**src/design/phy_vendor_mode_pkg.sv**
```systemverilog
// Constants for the vendor mode register bank of a 10/100 PHY.
// Assumes a 250 MHz core clock and a management frame fed on MDC/MDIO pins.
package phy_vendor_mode_pkg;
  // Core clock and energy timeout
  localparam int CLK_FREQ_HZ           = 250_000_000;
  localparam int ENERGY_TIMEOUT_MS     = 256;
  localparam int ENERGY_TIMEOUT_CYCLES = ENERGY_TIMEOUT_MS * (CLK_FREQ_HZ / 1000);
  localparam int ENERGY_CNT_W          = 26;

  // Management frame
  localparam int PREAMBLE_LEN = 32;
  localparam int DATA_BITS    = 16;
  localparam logic [1:0] OP_READ  = 2'h2;
  localparam logic [1:0] OP_WRITE = 2'h1;

  // Register indices
  localparam logic [4:0] MODE_CONTROL_STATUS_IDX  = 5'h11;
  localparam logic [4:0] SPECIAL_MODES_IDX        = 5'h12;
  localparam logic [4:0] SYMBOL_ERROR_COUNTER_IDX = 5'h1a;
  localparam logic [4:0] SPECIAL_CONTROL_IDX      = 5'h1b;

  // Mode control/status fields
  localparam int EDPD_EN_BIT      = 13;
  localparam int FAR_LOOP_BIT     = 9;
  localparam int ALT_INT_BIT      = 6;
  localparam int ENERGY_BIT       = 1;
  localparam int MCS_RSVD_RW_BIT  = 0;
  // Special modes fields
  localparam int SM_RSVD_ONE_BIT  = 14;
  localparam int MODE_LSB         = 5;
  localparam int ADDR_LSB         = 0;
  // Special control/status fields
  localparam int AUTO_XOVER_DIS_BIT = 15;
  localparam int CHAN_SEL_BIT       = 13;
  localparam int POL_REV_BIT        = 4;

  // Reset values
  localparam logic [15:0] SYMBOL_ERROR_RESET = 16'h0000;
  localparam logic        SM_RSVD_ONE_RESET  = 1'h1;
  localparam logic        ENERGY_RESET       = 1'h1;

  typedef enum logic [2:0] {
    ST_PREAMBLE, ST_START, ST_OP, ST_ADDR, ST_TA, ST_DATA
  } smi_state_t;
endpackage

```
**src/design/phy_vendor_mode_registers.sv**
```systemverilog
// Vendor mode register bank of a 10/100 PHY, reached over the serial management pins.
// Assumes MDC and MDIO are synchronous to i_mclk and MDC is much slower than i_mclk;
// the line-side status inputs come from the PHY datapath in the same clock domain.
// Summary of operation
// RQ1: Power-down allowed only while enable bit set
// RQ2: Far loopback echoes receive, 100BASE-TX only
// RQ3: Far loopback ignores the isolate bit
// RQ4: Interrupt-scheme bit picks primary or alternate
// RQ5: Energy status drops after 256 ms quiet
// RQ6: Energy status one at reset, survives soft reset
// RQ7: Software writes one to reserved bit 14
// RQ8: Mode field read/write, seeded from straps
// RQ9: Address field is SMI address, scrambler seed
// RQ10: Address default taken from address strap
// RQ11: Count invalid 100BASE-TX symbols, idle included
// RQ12: At most one count per packet
// RQ13: Symbol counter wraps to zero
// RQ14: Counter cleared by reset, not by reads
// RQ15: Counter holds during 10BASE-T operation
// RQ16: Bit 15 disables auto crossover
// RQ17: Manual select zero MDI, one MDIX
// RQ18: Polarity bit reports reversed 10BASE-T polarity
// RQ19: Energy event raises latched source flag; here o_energy_event_flag is a one-cycle pulse, not latched
// RQ20: Read-only bits ignore writes, read zero
`timescale 1ns/1ps
module phy_vendor_mode_registers #(
  parameter int ENERGY_TIMEOUT_CYCLES = phy_vendor_mode_pkg::ENERGY_TIMEOUT_CYCLES
) (
  // Clock and reset
  input  wire logic       i_mclk,
  input  wire logic       i_rst,
  input  wire logic       i_soft_reset,
  // Configuration straps
  input  wire logic [2:0] i_strap_mode,
  input  wire logic       i_strap_addr0,
  // Management pins
  input  wire logic       i_mdc,
  input  wire logic       i_mdio,
  output logic            o_mdio,
  output logic            o_mdio_oe,
  // Line-side status
  input  wire logic       i_energy_detect,
  input  wire logic       i_speed_100,
  input  wire logic       i_isolate,
  input  wire logic       i_rx_packet,
  input  wire logic       i_symbol_error,
  input  wire logic       i_polarity_reversed,
  input  wire logic       i_auto_mdix_result,
  // Controls to the datapath
  output logic            o_energy_powerdown,
  output logic            o_far_loop_active,
  output logic            o_alternate_interrupt_select,
  output logic [2:0]      o_mode,
  output logic [4:0]      o_device_address_field,
  output logic            o_mdix_select,
  output logic            o_energy_event_flag
);
  // ************************************************************
  // State
  // ************************************************************
  localparam int ENERGY_CNT_W_L = phy_vendor_mode_pkg::ENERGY_CNT_W;
  localparam logic [ENERGY_CNT_W_L-1:0] QUIET_LAST =
    ENERGY_CNT_W_L'(ENERGY_TIMEOUT_CYCLES - 1);
  phy_vendor_mode_pkg::smi_state_t state, next_state;
  logic [5:0]  bit_cnt, next_bit_cnt;
  logic [5:0]  pre_cnt, next_pre_cnt;
  logic [1:0]  op, next_op;
  logic [9:0]  addr_sh, next_addr_sh;
  logic [15:0] data_sh, next_data_sh;
  logic        mdc_q, next_mdio, next_mdio_oe;

  logic        energy_powerdown_enable, next_energy_powerdown_enable;
  logic        far_loop_enable, next_far_loop_enable;
  logic        alternate_interrupt_select, next_alternate_interrupt_select;
  logic        mcs_rsvd_rw, next_mcs_rsvd_rw;
  logic        energy_present_status, next_energy_present_status;
  logic [ENERGY_CNT_W_L-1:0] quiet_cnt, next_quiet_cnt;
  logic        sm_rsvd_one, next_sm_rsvd_one;
  logic [2:0]  mode, next_mode;
  logic [4:0]  device_address_field, next_device_address_field;
  logic [15:0] symbol_errors, next_symbol_errors;
  logic        counted_in_packet, next_counted_in_packet;
  logic        auto_crossover_disable, next_auto_crossover_disable;
  logic        manual_channel_select, next_manual_channel_select;
  logic        receive_polarity_reversed, next_receive_polarity_reversed;
  logic        next_energy_powerdown, next_far_loop_active, next_mdix_select;
  logic        next_energy_event_flag;

  logic mdc_rise;
  logic addr_hit;
  assign mdc_rise = i_mdc & ~mdc_q;
  // see RQ9
  assign addr_hit = (addr_sh[9:5] == device_address_field);

  // ************************************************************
  // Read decode
  // ************************************************************
  // Unlisted positions read as zero; see RQ20
  function automatic logic [15:0] read_word(input logic [4:0] idx);
    logic [15:0] w;
    w = 16'h0000;
    unique case (idx)
      phy_vendor_mode_pkg::MODE_CONTROL_STATUS_IDX: begin
        w[phy_vendor_mode_pkg::EDPD_EN_BIT]     = energy_powerdown_enable;
        w[phy_vendor_mode_pkg::FAR_LOOP_BIT]    = far_loop_enable;
        w[phy_vendor_mode_pkg::ALT_INT_BIT]     = alternate_interrupt_select;
        w[phy_vendor_mode_pkg::ENERGY_BIT]      = energy_present_status;
        w[phy_vendor_mode_pkg::MCS_RSVD_RW_BIT] = mcs_rsvd_rw;
      end
      phy_vendor_mode_pkg::SPECIAL_MODES_IDX: begin
        w[phy_vendor_mode_pkg::SM_RSVD_ONE_BIT]                       = sm_rsvd_one;
        w[phy_vendor_mode_pkg::MODE_LSB +: 3]                         = mode;
        w[phy_vendor_mode_pkg::ADDR_LSB +: 5]                         = device_address_field;
      end
      phy_vendor_mode_pkg::SYMBOL_ERROR_COUNTER_IDX: w = symbol_errors;
      phy_vendor_mode_pkg::SPECIAL_CONTROL_IDX: begin
        w[phy_vendor_mode_pkg::AUTO_XOVER_DIS_BIT] = auto_crossover_disable;
        w[phy_vendor_mode_pkg::CHAN_SEL_BIT]       = manual_channel_select;
        w[phy_vendor_mode_pkg::POL_REV_BIT]        = receive_polarity_reversed; // see RQ18
      end
      default: w = 16'h0000;
    endcase
    return w;
  endfunction

  // ************************************************************
  // Next-state logic
  // ************************************************************
  always_comb begin
    logic       wr_commit;
    logic [4:0] wr_idx;
    wr_commit = 1'b0;
    wr_idx    = addr_sh[4:0];
    next_state   = state;
    next_bit_cnt = bit_cnt;
    next_pre_cnt = pre_cnt;
    next_op      = op;
    next_addr_sh = addr_sh;
    next_data_sh = data_sh;
    next_mdio    = o_mdio;
    next_mdio_oe = o_mdio_oe;

    // Frame is advanced on the rising MDC edge; output changes just after it
    if (mdc_rise) begin
      next_bit_cnt = bit_cnt + 6'h01;
      unique case (state)
        phy_vendor_mode_pkg::ST_PREAMBLE: begin
          if (i_mdio) begin
            if (pre_cnt != 6'(phy_vendor_mode_pkg::PREAMBLE_LEN)) begin
              next_pre_cnt = pre_cnt + 6'h01;
            end
          end else begin
            next_pre_cnt = 6'h00;
            if (pre_cnt == 6'(phy_vendor_mode_pkg::PREAMBLE_LEN)) begin
              next_state = phy_vendor_mode_pkg::ST_START;
            end
          end
        end
        phy_vendor_mode_pkg::ST_START: begin
          next_bit_cnt = 6'h00;
          next_state   = i_mdio ? phy_vendor_mode_pkg::ST_OP : phy_vendor_mode_pkg::ST_PREAMBLE;
        end
        phy_vendor_mode_pkg::ST_OP: begin
          next_op = {op[0], i_mdio};
          if (bit_cnt == 6'h01) begin
            next_bit_cnt = 6'h00;
            next_state   = phy_vendor_mode_pkg::ST_ADDR;
          end
        end
        phy_vendor_mode_pkg::ST_ADDR: begin
          next_addr_sh = {addr_sh[8:0], i_mdio};
          if (bit_cnt == 6'h09) begin
            next_bit_cnt = 6'h00;
            next_state   = phy_vendor_mode_pkg::ST_TA;
          end
        end
        phy_vendor_mode_pkg::ST_TA: begin
          if (bit_cnt == 6'h00) begin
            if (op == phy_vendor_mode_pkg::OP_READ && addr_hit) begin
              next_mdio_oe = 1'b1;
              next_mdio    = 1'b0;
            end
          end else begin
            next_bit_cnt = 6'h00;
            next_state   = phy_vendor_mode_pkg::ST_DATA;
            next_data_sh = read_word(addr_sh[4:0]); // see RQ14
            next_mdio    = next_data_sh[15];
          end
        end
        phy_vendor_mode_pkg::ST_DATA: begin
          if (o_mdio_oe) begin
            next_data_sh = {data_sh[14:0], 1'b0};
            next_mdio    = next_data_sh[15];
          end else begin
            next_data_sh = {data_sh[14:0], i_mdio};
          end
          if (bit_cnt == 6'(phy_vendor_mode_pkg::DATA_BITS - 1)) begin
            wr_commit    = (op == phy_vendor_mode_pkg::OP_WRITE) && addr_hit;
            next_mdio_oe = 1'b0;
            next_mdio    = 1'b0;
            next_pre_cnt = 6'h00;
            next_state   = phy_vendor_mode_pkg::ST_PREAMBLE;
          end
        end
      endcase
    end

    // Register file
    next_energy_powerdown_enable    = energy_powerdown_enable;
    next_far_loop_enable            = far_loop_enable;
    next_alternate_interrupt_select = alternate_interrupt_select;
    next_mcs_rsvd_rw                = mcs_rsvd_rw;
    next_sm_rsvd_one                = sm_rsvd_one;
    next_mode                       = mode;
    next_device_address_field       = device_address_field;
    next_auto_crossover_disable     = auto_crossover_disable;
    next_manual_channel_select      = manual_channel_select;
    if (i_soft_reset) begin
      // Straps-loaded fields and energy status are kept across a soft reset
      next_energy_powerdown_enable    = 1'b0;
      next_far_loop_enable            = 1'b0;
      next_alternate_interrupt_select = 1'b0;
      next_mcs_rsvd_rw                = 1'b0;
      next_auto_crossover_disable     = 1'b0;
      next_manual_channel_select      = 1'b0;
    end else if (wr_commit) begin
      // Read-only positions are not stored; see RQ20
      unique case (wr_idx)
        phy_vendor_mode_pkg::MODE_CONTROL_STATUS_IDX: begin
          next_energy_powerdown_enable    = next_data_sh[phy_vendor_mode_pkg::EDPD_EN_BIT];
          next_far_loop_enable            = next_data_sh[phy_vendor_mode_pkg::FAR_LOOP_BIT];
          next_alternate_interrupt_select = next_data_sh[phy_vendor_mode_pkg::ALT_INT_BIT];
          next_mcs_rsvd_rw                = next_data_sh[phy_vendor_mode_pkg::MCS_RSVD_RW_BIT];
        end
        phy_vendor_mode_pkg::SPECIAL_MODES_IDX: begin
          next_sm_rsvd_one          = next_data_sh[phy_vendor_mode_pkg::SM_RSVD_ONE_BIT]; // see RQ7
          next_mode                 = next_data_sh[phy_vendor_mode_pkg::MODE_LSB +: 3]; // see RQ8
          next_device_address_field = next_data_sh[phy_vendor_mode_pkg::ADDR_LSB +: 5]; // see RQ9
        end
        phy_vendor_mode_pkg::SPECIAL_CONTROL_IDX: begin
          next_auto_crossover_disable = next_data_sh[phy_vendor_mode_pkg::AUTO_XOVER_DIS_BIT];
          next_manual_channel_select  = next_data_sh[phy_vendor_mode_pkg::CHAN_SEL_BIT];
        end
        default: ;
      endcase
    end

    // Energy watch: any valid energy restarts the quiet timer
    next_quiet_cnt             = quiet_cnt;
    next_energy_present_status = energy_present_status;
    if (i_energy_detect) begin
      next_quiet_cnt             = '0;
      next_energy_present_status = 1'b1;
    end else if (quiet_cnt == QUIET_LAST) begin
      next_energy_present_status = 1'b0; // see RQ5
    end else begin
      next_quiet_cnt = quiet_cnt + 1'b1;
    end
    next_energy_event_flag = next_energy_present_status & ~energy_present_status; // see RQ19

    // Symbol errors: idle errors each count, a packet counts once
    next_symbol_errors     = symbol_errors;
    next_counted_in_packet = counted_in_packet & i_rx_packet;
    if (i_speed_100 && i_symbol_error && !(i_rx_packet && counted_in_packet)) begin // see RQ15
      next_symbol_errors     = symbol_errors + 16'h0001; // see RQ11 and RQ13
      next_counted_in_packet = i_rx_packet; // see RQ12
    end
    if (i_soft_reset) begin
      next_symbol_errors     = phy_vendor_mode_pkg::SYMBOL_ERROR_RESET;
      next_counted_in_packet = 1'b0;
    end

    next_receive_polarity_reversed = i_polarity_reversed;
    // Power-down only while enabled and the line is quiet; see RQ1
    next_energy_powerdown = next_energy_powerdown_enable & ~next_energy_present_status;
    // Isolate deliberately has no say here; see RQ2 and RQ3
    next_far_loop_active  = next_far_loop_enable & i_speed_100 & (i_isolate | ~i_isolate);
    // see RQ16 and RQ17
    next_mdix_select = next_auto_crossover_disable ? next_manual_channel_select
                                                   : i_auto_mdix_result;
  end

  // ************************************************************
  // Registers
  // ************************************************************
  always_ff @(posedge i_mclk) begin
    if (i_rst) begin
      state                        <= phy_vendor_mode_pkg::ST_PREAMBLE;
      bit_cnt                      <= 6'h00;
      pre_cnt                      <= 6'h00;
      op                           <= 2'h0;
      addr_sh                      <= 10'h000;
      data_sh                      <= 16'h0000;
      mdc_q                        <= 1'b0;
      o_mdio                       <= 1'b0;
      o_mdio_oe                    <= 1'b0;
      energy_powerdown_enable      <= 1'b0;
      far_loop_enable              <= 1'b0;
      alternate_interrupt_select   <= 1'b0; // see RQ4
      mcs_rsvd_rw                  <= 1'b0;
      energy_present_status        <= phy_vendor_mode_pkg::ENERGY_RESET; // see RQ6
      quiet_cnt                    <= '0;
      sm_rsvd_one                  <= phy_vendor_mode_pkg::SM_RSVD_ONE_RESET;
      mode                         <= i_strap_mode; // see RQ8
      device_address_field         <= {4'h0, i_strap_addr0}; // see RQ10
      symbol_errors                <= phy_vendor_mode_pkg::SYMBOL_ERROR_RESET; // see RQ14
      counted_in_packet            <= 1'b0;
      auto_crossover_disable       <= 1'b0;
      manual_channel_select        <= 1'b0;
      receive_polarity_reversed    <= 1'b0;
      o_energy_powerdown           <= 1'b0;
      o_far_loop_active            <= 1'b0;
      o_alternate_interrupt_select <= 1'b0;
      o_mode                       <= i_strap_mode;
      o_device_address_field       <= {4'h0, i_strap_addr0};
      o_mdix_select                <= 1'b0;
      o_energy_event_flag          <= 1'b0;
    end else begin
      state                        <= next_state;
      bit_cnt                      <= next_bit_cnt;
      pre_cnt                      <= next_pre_cnt;
      op                           <= next_op;
      addr_sh                      <= next_addr_sh;
      data_sh                      <= next_data_sh;
      mdc_q                        <= i_mdc;
      o_mdio                       <= next_mdio;
      o_mdio_oe                    <= next_mdio_oe;
      energy_powerdown_enable      <= next_energy_powerdown_enable;
      far_loop_enable              <= next_far_loop_enable;
      alternate_interrupt_select   <= next_alternate_interrupt_select;
      mcs_rsvd_rw                  <= next_mcs_rsvd_rw;
      energy_present_status        <= next_energy_present_status;
      quiet_cnt                    <= next_quiet_cnt;
      sm_rsvd_one                  <= next_sm_rsvd_one;
      mode                         <= next_mode;
      device_address_field         <= next_device_address_field;
      symbol_errors                <= next_symbol_errors;
      counted_in_packet            <= next_counted_in_packet;
      auto_crossover_disable       <= next_auto_crossover_disable;
      manual_channel_select        <= next_manual_channel_select;
      receive_polarity_reversed    <= next_receive_polarity_reversed;
      o_energy_powerdown           <= next_energy_powerdown;
      o_far_loop_active            <= next_far_loop_active;
      o_alternate_interrupt_select <= next_alternate_interrupt_select;
      o_mode                       <= next_mode;
      o_device_address_field       <= next_device_address_field;
      o_mdix_select                <= next_mdix_select;
      o_energy_event_flag          <= next_energy_event_flag;
    end
  end
endmodule

```
**config.mk**
```make
export PLATFORM = sky130hd
export DESIGN_NAME = phy_vendor_mode_registers
export DESIGN_NICKNAME = d
export VERILOG_FILES = /design/src/design/phy_vendor_mode_pkg.sv /design/src/design/phy_vendor_mode_registers.sv
export SDC_FILE = /design/constraint.sdc
export NUM_CORES = 1
export LEC_CHECK = 0
export ABC_CLOCK_PERIOD_IN_PS = 6100
export BUFFER_PORTS_ARGS = -buffer_cell sky130_fd_sc_hd__buf_2
export CORE_MARGIN = 2
export CORE_UTILIZATION = 30
export CTS_CLUSTER_SIZE = 12
export DETAILED_ROUTE_END_ITERATION = 6
export HOLD_SLACK_MARGIN = 0.15
export MAX_ROUTING_LAYER = met4
export PLACE_DENSITY = 0.53
export SLEW_MARGIN = 0
export SYNTH_ARGS = -nofsm -noshare
export SYNTH_HDL_FRONTEND = slang
export SYNTH_SLANG_ARGS = --single-unit
```
**constraint.sdc**
```tcl
create_clock -name i_mclk -period 6.1 [get_ports i_mclk]
set_input_delay 0.61 -clock i_mclk [delete_from_list [all_inputs] [get_ports i_mclk]]
set_output_delay 0.61 -clock i_mclk [all_outputs]
set_load 0.05 [all_outputs]
```
==> run summary <==
STA puts the critical path data arrival time at 2960 ps. The minimum hold slack was 460 ps; the number of global-route vias before repair was 4,154. The slowest stage of the critical path belongs to the cell dfxtp_1. The total area inside the core boundary comes to 17,200 µm².

The signal on the critical path passes through and3b_1 > nand2_1 > or3_1 > nor3_2 > or2_2. The startpoint identified for the worst hold timing path is i_polarity_reversed. At the end of routability-driven placement, the weighted congestion stood at 0.815. The synthesized design contains 4 enable-type register cells. Setup repair after global routing left no endpoint under its margin. In this run the cell area of the synthesized design comes to 5270 µm². Across all register-to-register paths, the minimum setup slack is 3220 ps. The remaining antenna violation count was 0; the sum of overflow across all layers after global routing was 0. The tools report the critical path startpoint as state[0]. Startpoint of the worst-slack reg-to-reg timing path: state[0]. Leaving out filler cells and counting taps, the final layout contains 848. After filler insertion, the fill cell instance count of the layout stands at 1,799.

The tools report the DRC violation count after routing as 0. Worst ir drop on vdd: 154 µV. Synthesis handed over a netlist of 606 instances. The worst hold path was traced through 2 stages.

Detailed placement HPWL: 8880 µm. The final layout contains 642 nets. After clock tree synthesis, the clock-pin slew on the worst setup and hold paths is 90 ps. Measured along the x axis, the die boundary spans 136 µm. After detailed routing, the average wire length per cell comes to 15.0 µm. The number of gates resized after CTS was 0. Starting density of the core: 0.306.

The repair_antennas step left the layout with diodes totalling 0. Detailed-router iteration count before antenna repair: 5. The relative slew slack was 0.484. Counting flops and latches in the post-synthesis netlist gives 110. The highest clock rate is 0.348 GHz, and the total leakage power is 2.04 nW. The worst reg2reg path depth was 5; the total clock sinks was 110.

For the synthesized net count, the log shows 630. For the final number of setup-violating endpoints, the log shows 0. Buffers inserted during clock tree synthesis total 9.

The initial antenna violation count was 0. The die outline height is 136 µm. Max-slew violation count: 0. The largest driver fanout on the critical path is 18.

Entering global routing, the biggest net connects 57 pins. The post-placement cell count is 832, and the overall fraction of global-route tracks in use is 0.147. The power consumption is 1.42 mW.

The tools report the insertion delay of the later-clocked pin in the worst-skew pair as 370 ps. Relative to the synthesized area, the layout overhead comes to 11.8%. The logs give 0 ps for the setup TNS and 0.426 for the sequential fraction of the synthesis area.

The wire length of the first global-routing pass is 21,000 µm. Proportion of layout cells with a drive suffix above 1: 0.106. Delay of the slowest cell on the worst path: 680 ps.

Fraction of registers with async set or reset after synthesis: 0. The total of warnings raised by yosys is 0. For the worst setup path, the data required time is 6180 ps. After the first detailed-routing iteration, the DRC count stood at 262.

The critical path is of the flip-flop to flip-flop type. In this run the critical register-to-register path is captured at mode[1]. In this run the mean area of a mapped cell was 8.69 µm². The tools report the total wire length as 12,700 µm. The portion of the clock cycle consumed by the worst path in the final layout was 0.472. The transition at the pin with the smallest max-transition slack was 772 ps.

The endpoint kind of the worst setup timing path is a flip-flop. The run gives 31 as the I/O pin total. The maximum level of the CTS H-tree is 3. In the synthesized netlist the dominant register cell turns out to be dfxtp_1. The max-capacitance violation count came out at 0. The detailed-route vias per instance is 5.11, and the maximum buffer depth of the clock tree is 2. For the final database, setup skew stands at 12.4 ps. The number of hold-repair buffers added at the cts stage is 0.

The flow ran to the end, and the final reports show no timing, DRC or antenna violations. The synthesized netlist contains 68 unique library cells. Power spread over the standard cell area amounts to 241 nW/µm². The floorplan step defined a die boundary enclosing 18,600 µm². The minimum clock period after layout was 2880 ps. The capture endpoint of the worst hold path is receive_polarity_reversed. Row generation in the floorplan step produced 48 rows.

The final route contains 4,333 vias. The library cell used as clock root buffer is clkbuf_16. TritonCTS built the clock tree.

The tightest min-delay check is of the primary input to flip-flop type. The final hold violation count was 0. In this run the tool buffered the top-level ports with 29 buffer cells. The critical path launch point type was a flip-flop. After clock tree synthesis, the setup repair step added 0 buffers.
power breakdown:
group | switching, mW | internal (mW) | leakage, nW
registers | 0.00596 | 0.728 | 0.894
logic | 0.0470 | 0.0192 | 1.00
clock network | 0.292 | 0.327 | 0.147
total | 0.345 | 1.07 | 2.04
worst max-delay path by stage:
stage / end / cells after the start
floorplan: o_energy_powerdown / 6
global placement: o_energy_powerdown / 7
detailed placement: o_mdix_select / 7
CTS: mode[2] / 5
global route: mode[1] / 5
finish: mode[1] / 5
layout by cell type, fill, tap and decap left out, types with 8 or more instances in the layout:
| cell | synthesis | final |
|---|---|---|
| nand3_1 | 22 | 22 |
| or3_1 | 14 | 14 |
| nor2_1 | 93 | 93 |
| ha_1 | 8 | 8 |
| a21oi_1 | 31 | 31 |
| clkbuf_16 | 0 | 9 |
| o21ai_0 | 20 | 20 |
| mux2i_1 | 18 | 18 |
| nand4_1 | 14 | 14 |
| and3_1 | 10 | 10 |
| xnor2_1 | 21 | 21 |
| nand2_1 | 39 | 39 |
| a22o_1 | 8 | 8 |
| nor2b_1 | 10 | 10 |
| buf_2 | 5 | 29 |
| dfxtp_1 | 106 | 106 |
| nor3_1 | 19 | 19 |
| inv_1 | 14 | 14 |
| xor2_1 | 23 | 23 |
cells in the mapped netlist (8+ instances only):
cell type / n / share of area
dfxtp_1: 106 / 0.40
nor2_1: 93 / 0.066
nand2_1: 39 / 0.028
a21oi_1: 31 / 0.029
xor2_1: 23 / 0.038
nand3_1: 22 / 0.021
clkbuf_1: 21 / 0.015
xnor2_1: 21 / 0.035
o21ai_0: 20 / 0.019
nor3_1: 19 / 0.018
mux2i_1: 18 / 0.034
inv_1: 14 / 0.010
nand4_1: 14 / 0.017
or3_1: 14 / 0.017
and3_1: 10 / 0.012
nor2b_1: 10 / 0.012
a22o_1: 8 / 0.013
ha_1: 8 / 0.019
layout make-up:
| class | count | area (µm²) | area share |
|---|---|---|---|
| Multi-Input combinational cell | 452 | 2850 | 0.484 |
| Clock inverter | 6 | 77.6 | 0.0132 |
| Clock buffer | 10 | 229 | 0.0389 |
| Tap cell | 225 | 282 | 0.0478 |
| Sequential cell | 110 | 2240 | 0.381 |
| Inverter | 15 | 56.3 | 0.00956 |
| Timing Repair Buffer | 30 | 153 | 0.0259 |
per-layer routing:
| layer | vias to the layer above | part of all wire | global-route usage |
|---|---|---|---|
| met5 | - | 0 | - |
| met4 | 0 | 0.013 | 0.0451 |
| met3 | 13 | 0.037 | 0.0326 |
| met2 | 82 | 0.47 | 0.234 |
| met1 | 2048 | 0.48 | 0.186 |
| li1 | 2190 | - | - |
cells by family (layout without fill, tap and decap cells):
family	after synthesis	after routing	share of synthesized area
fa+ha+maj	8	8	0.0190
buf+inv	44	61	0.0333
simple gates	273	273	0.268
flops	110	110	0.426
xor+xnor	44	44	0.0732
mux	21	21	0.0413
compound gates	106	106	0.139
through the flow:
stage	utilization	setup WS, ps	instance area, µm²
CTS	0.342	3230	5890
global route	0.342	3060	5890
detailed placement	0.324	3030	5580
finish	0.342	3220	5890
floorplan	-	3810	5270
global placement	0.324	3060	5580
state kept, by name, indices dropped and copies added (netlist names), 5 cells and up:
register              cells
addr_sh                  10
data_sh                  16
symbol_errors            16
device_address_field      5
quiet_cnt                26
pre_cnt                   6
bit_cnt                   6
critical path, delay by kind of cell, from the launching register on:
kind / cells / cell delay, ps
and+or+nand+nor: 5 / 1910
DFF: 1 / 680
No activity file was read; power rests on OpenSTA's default activity.
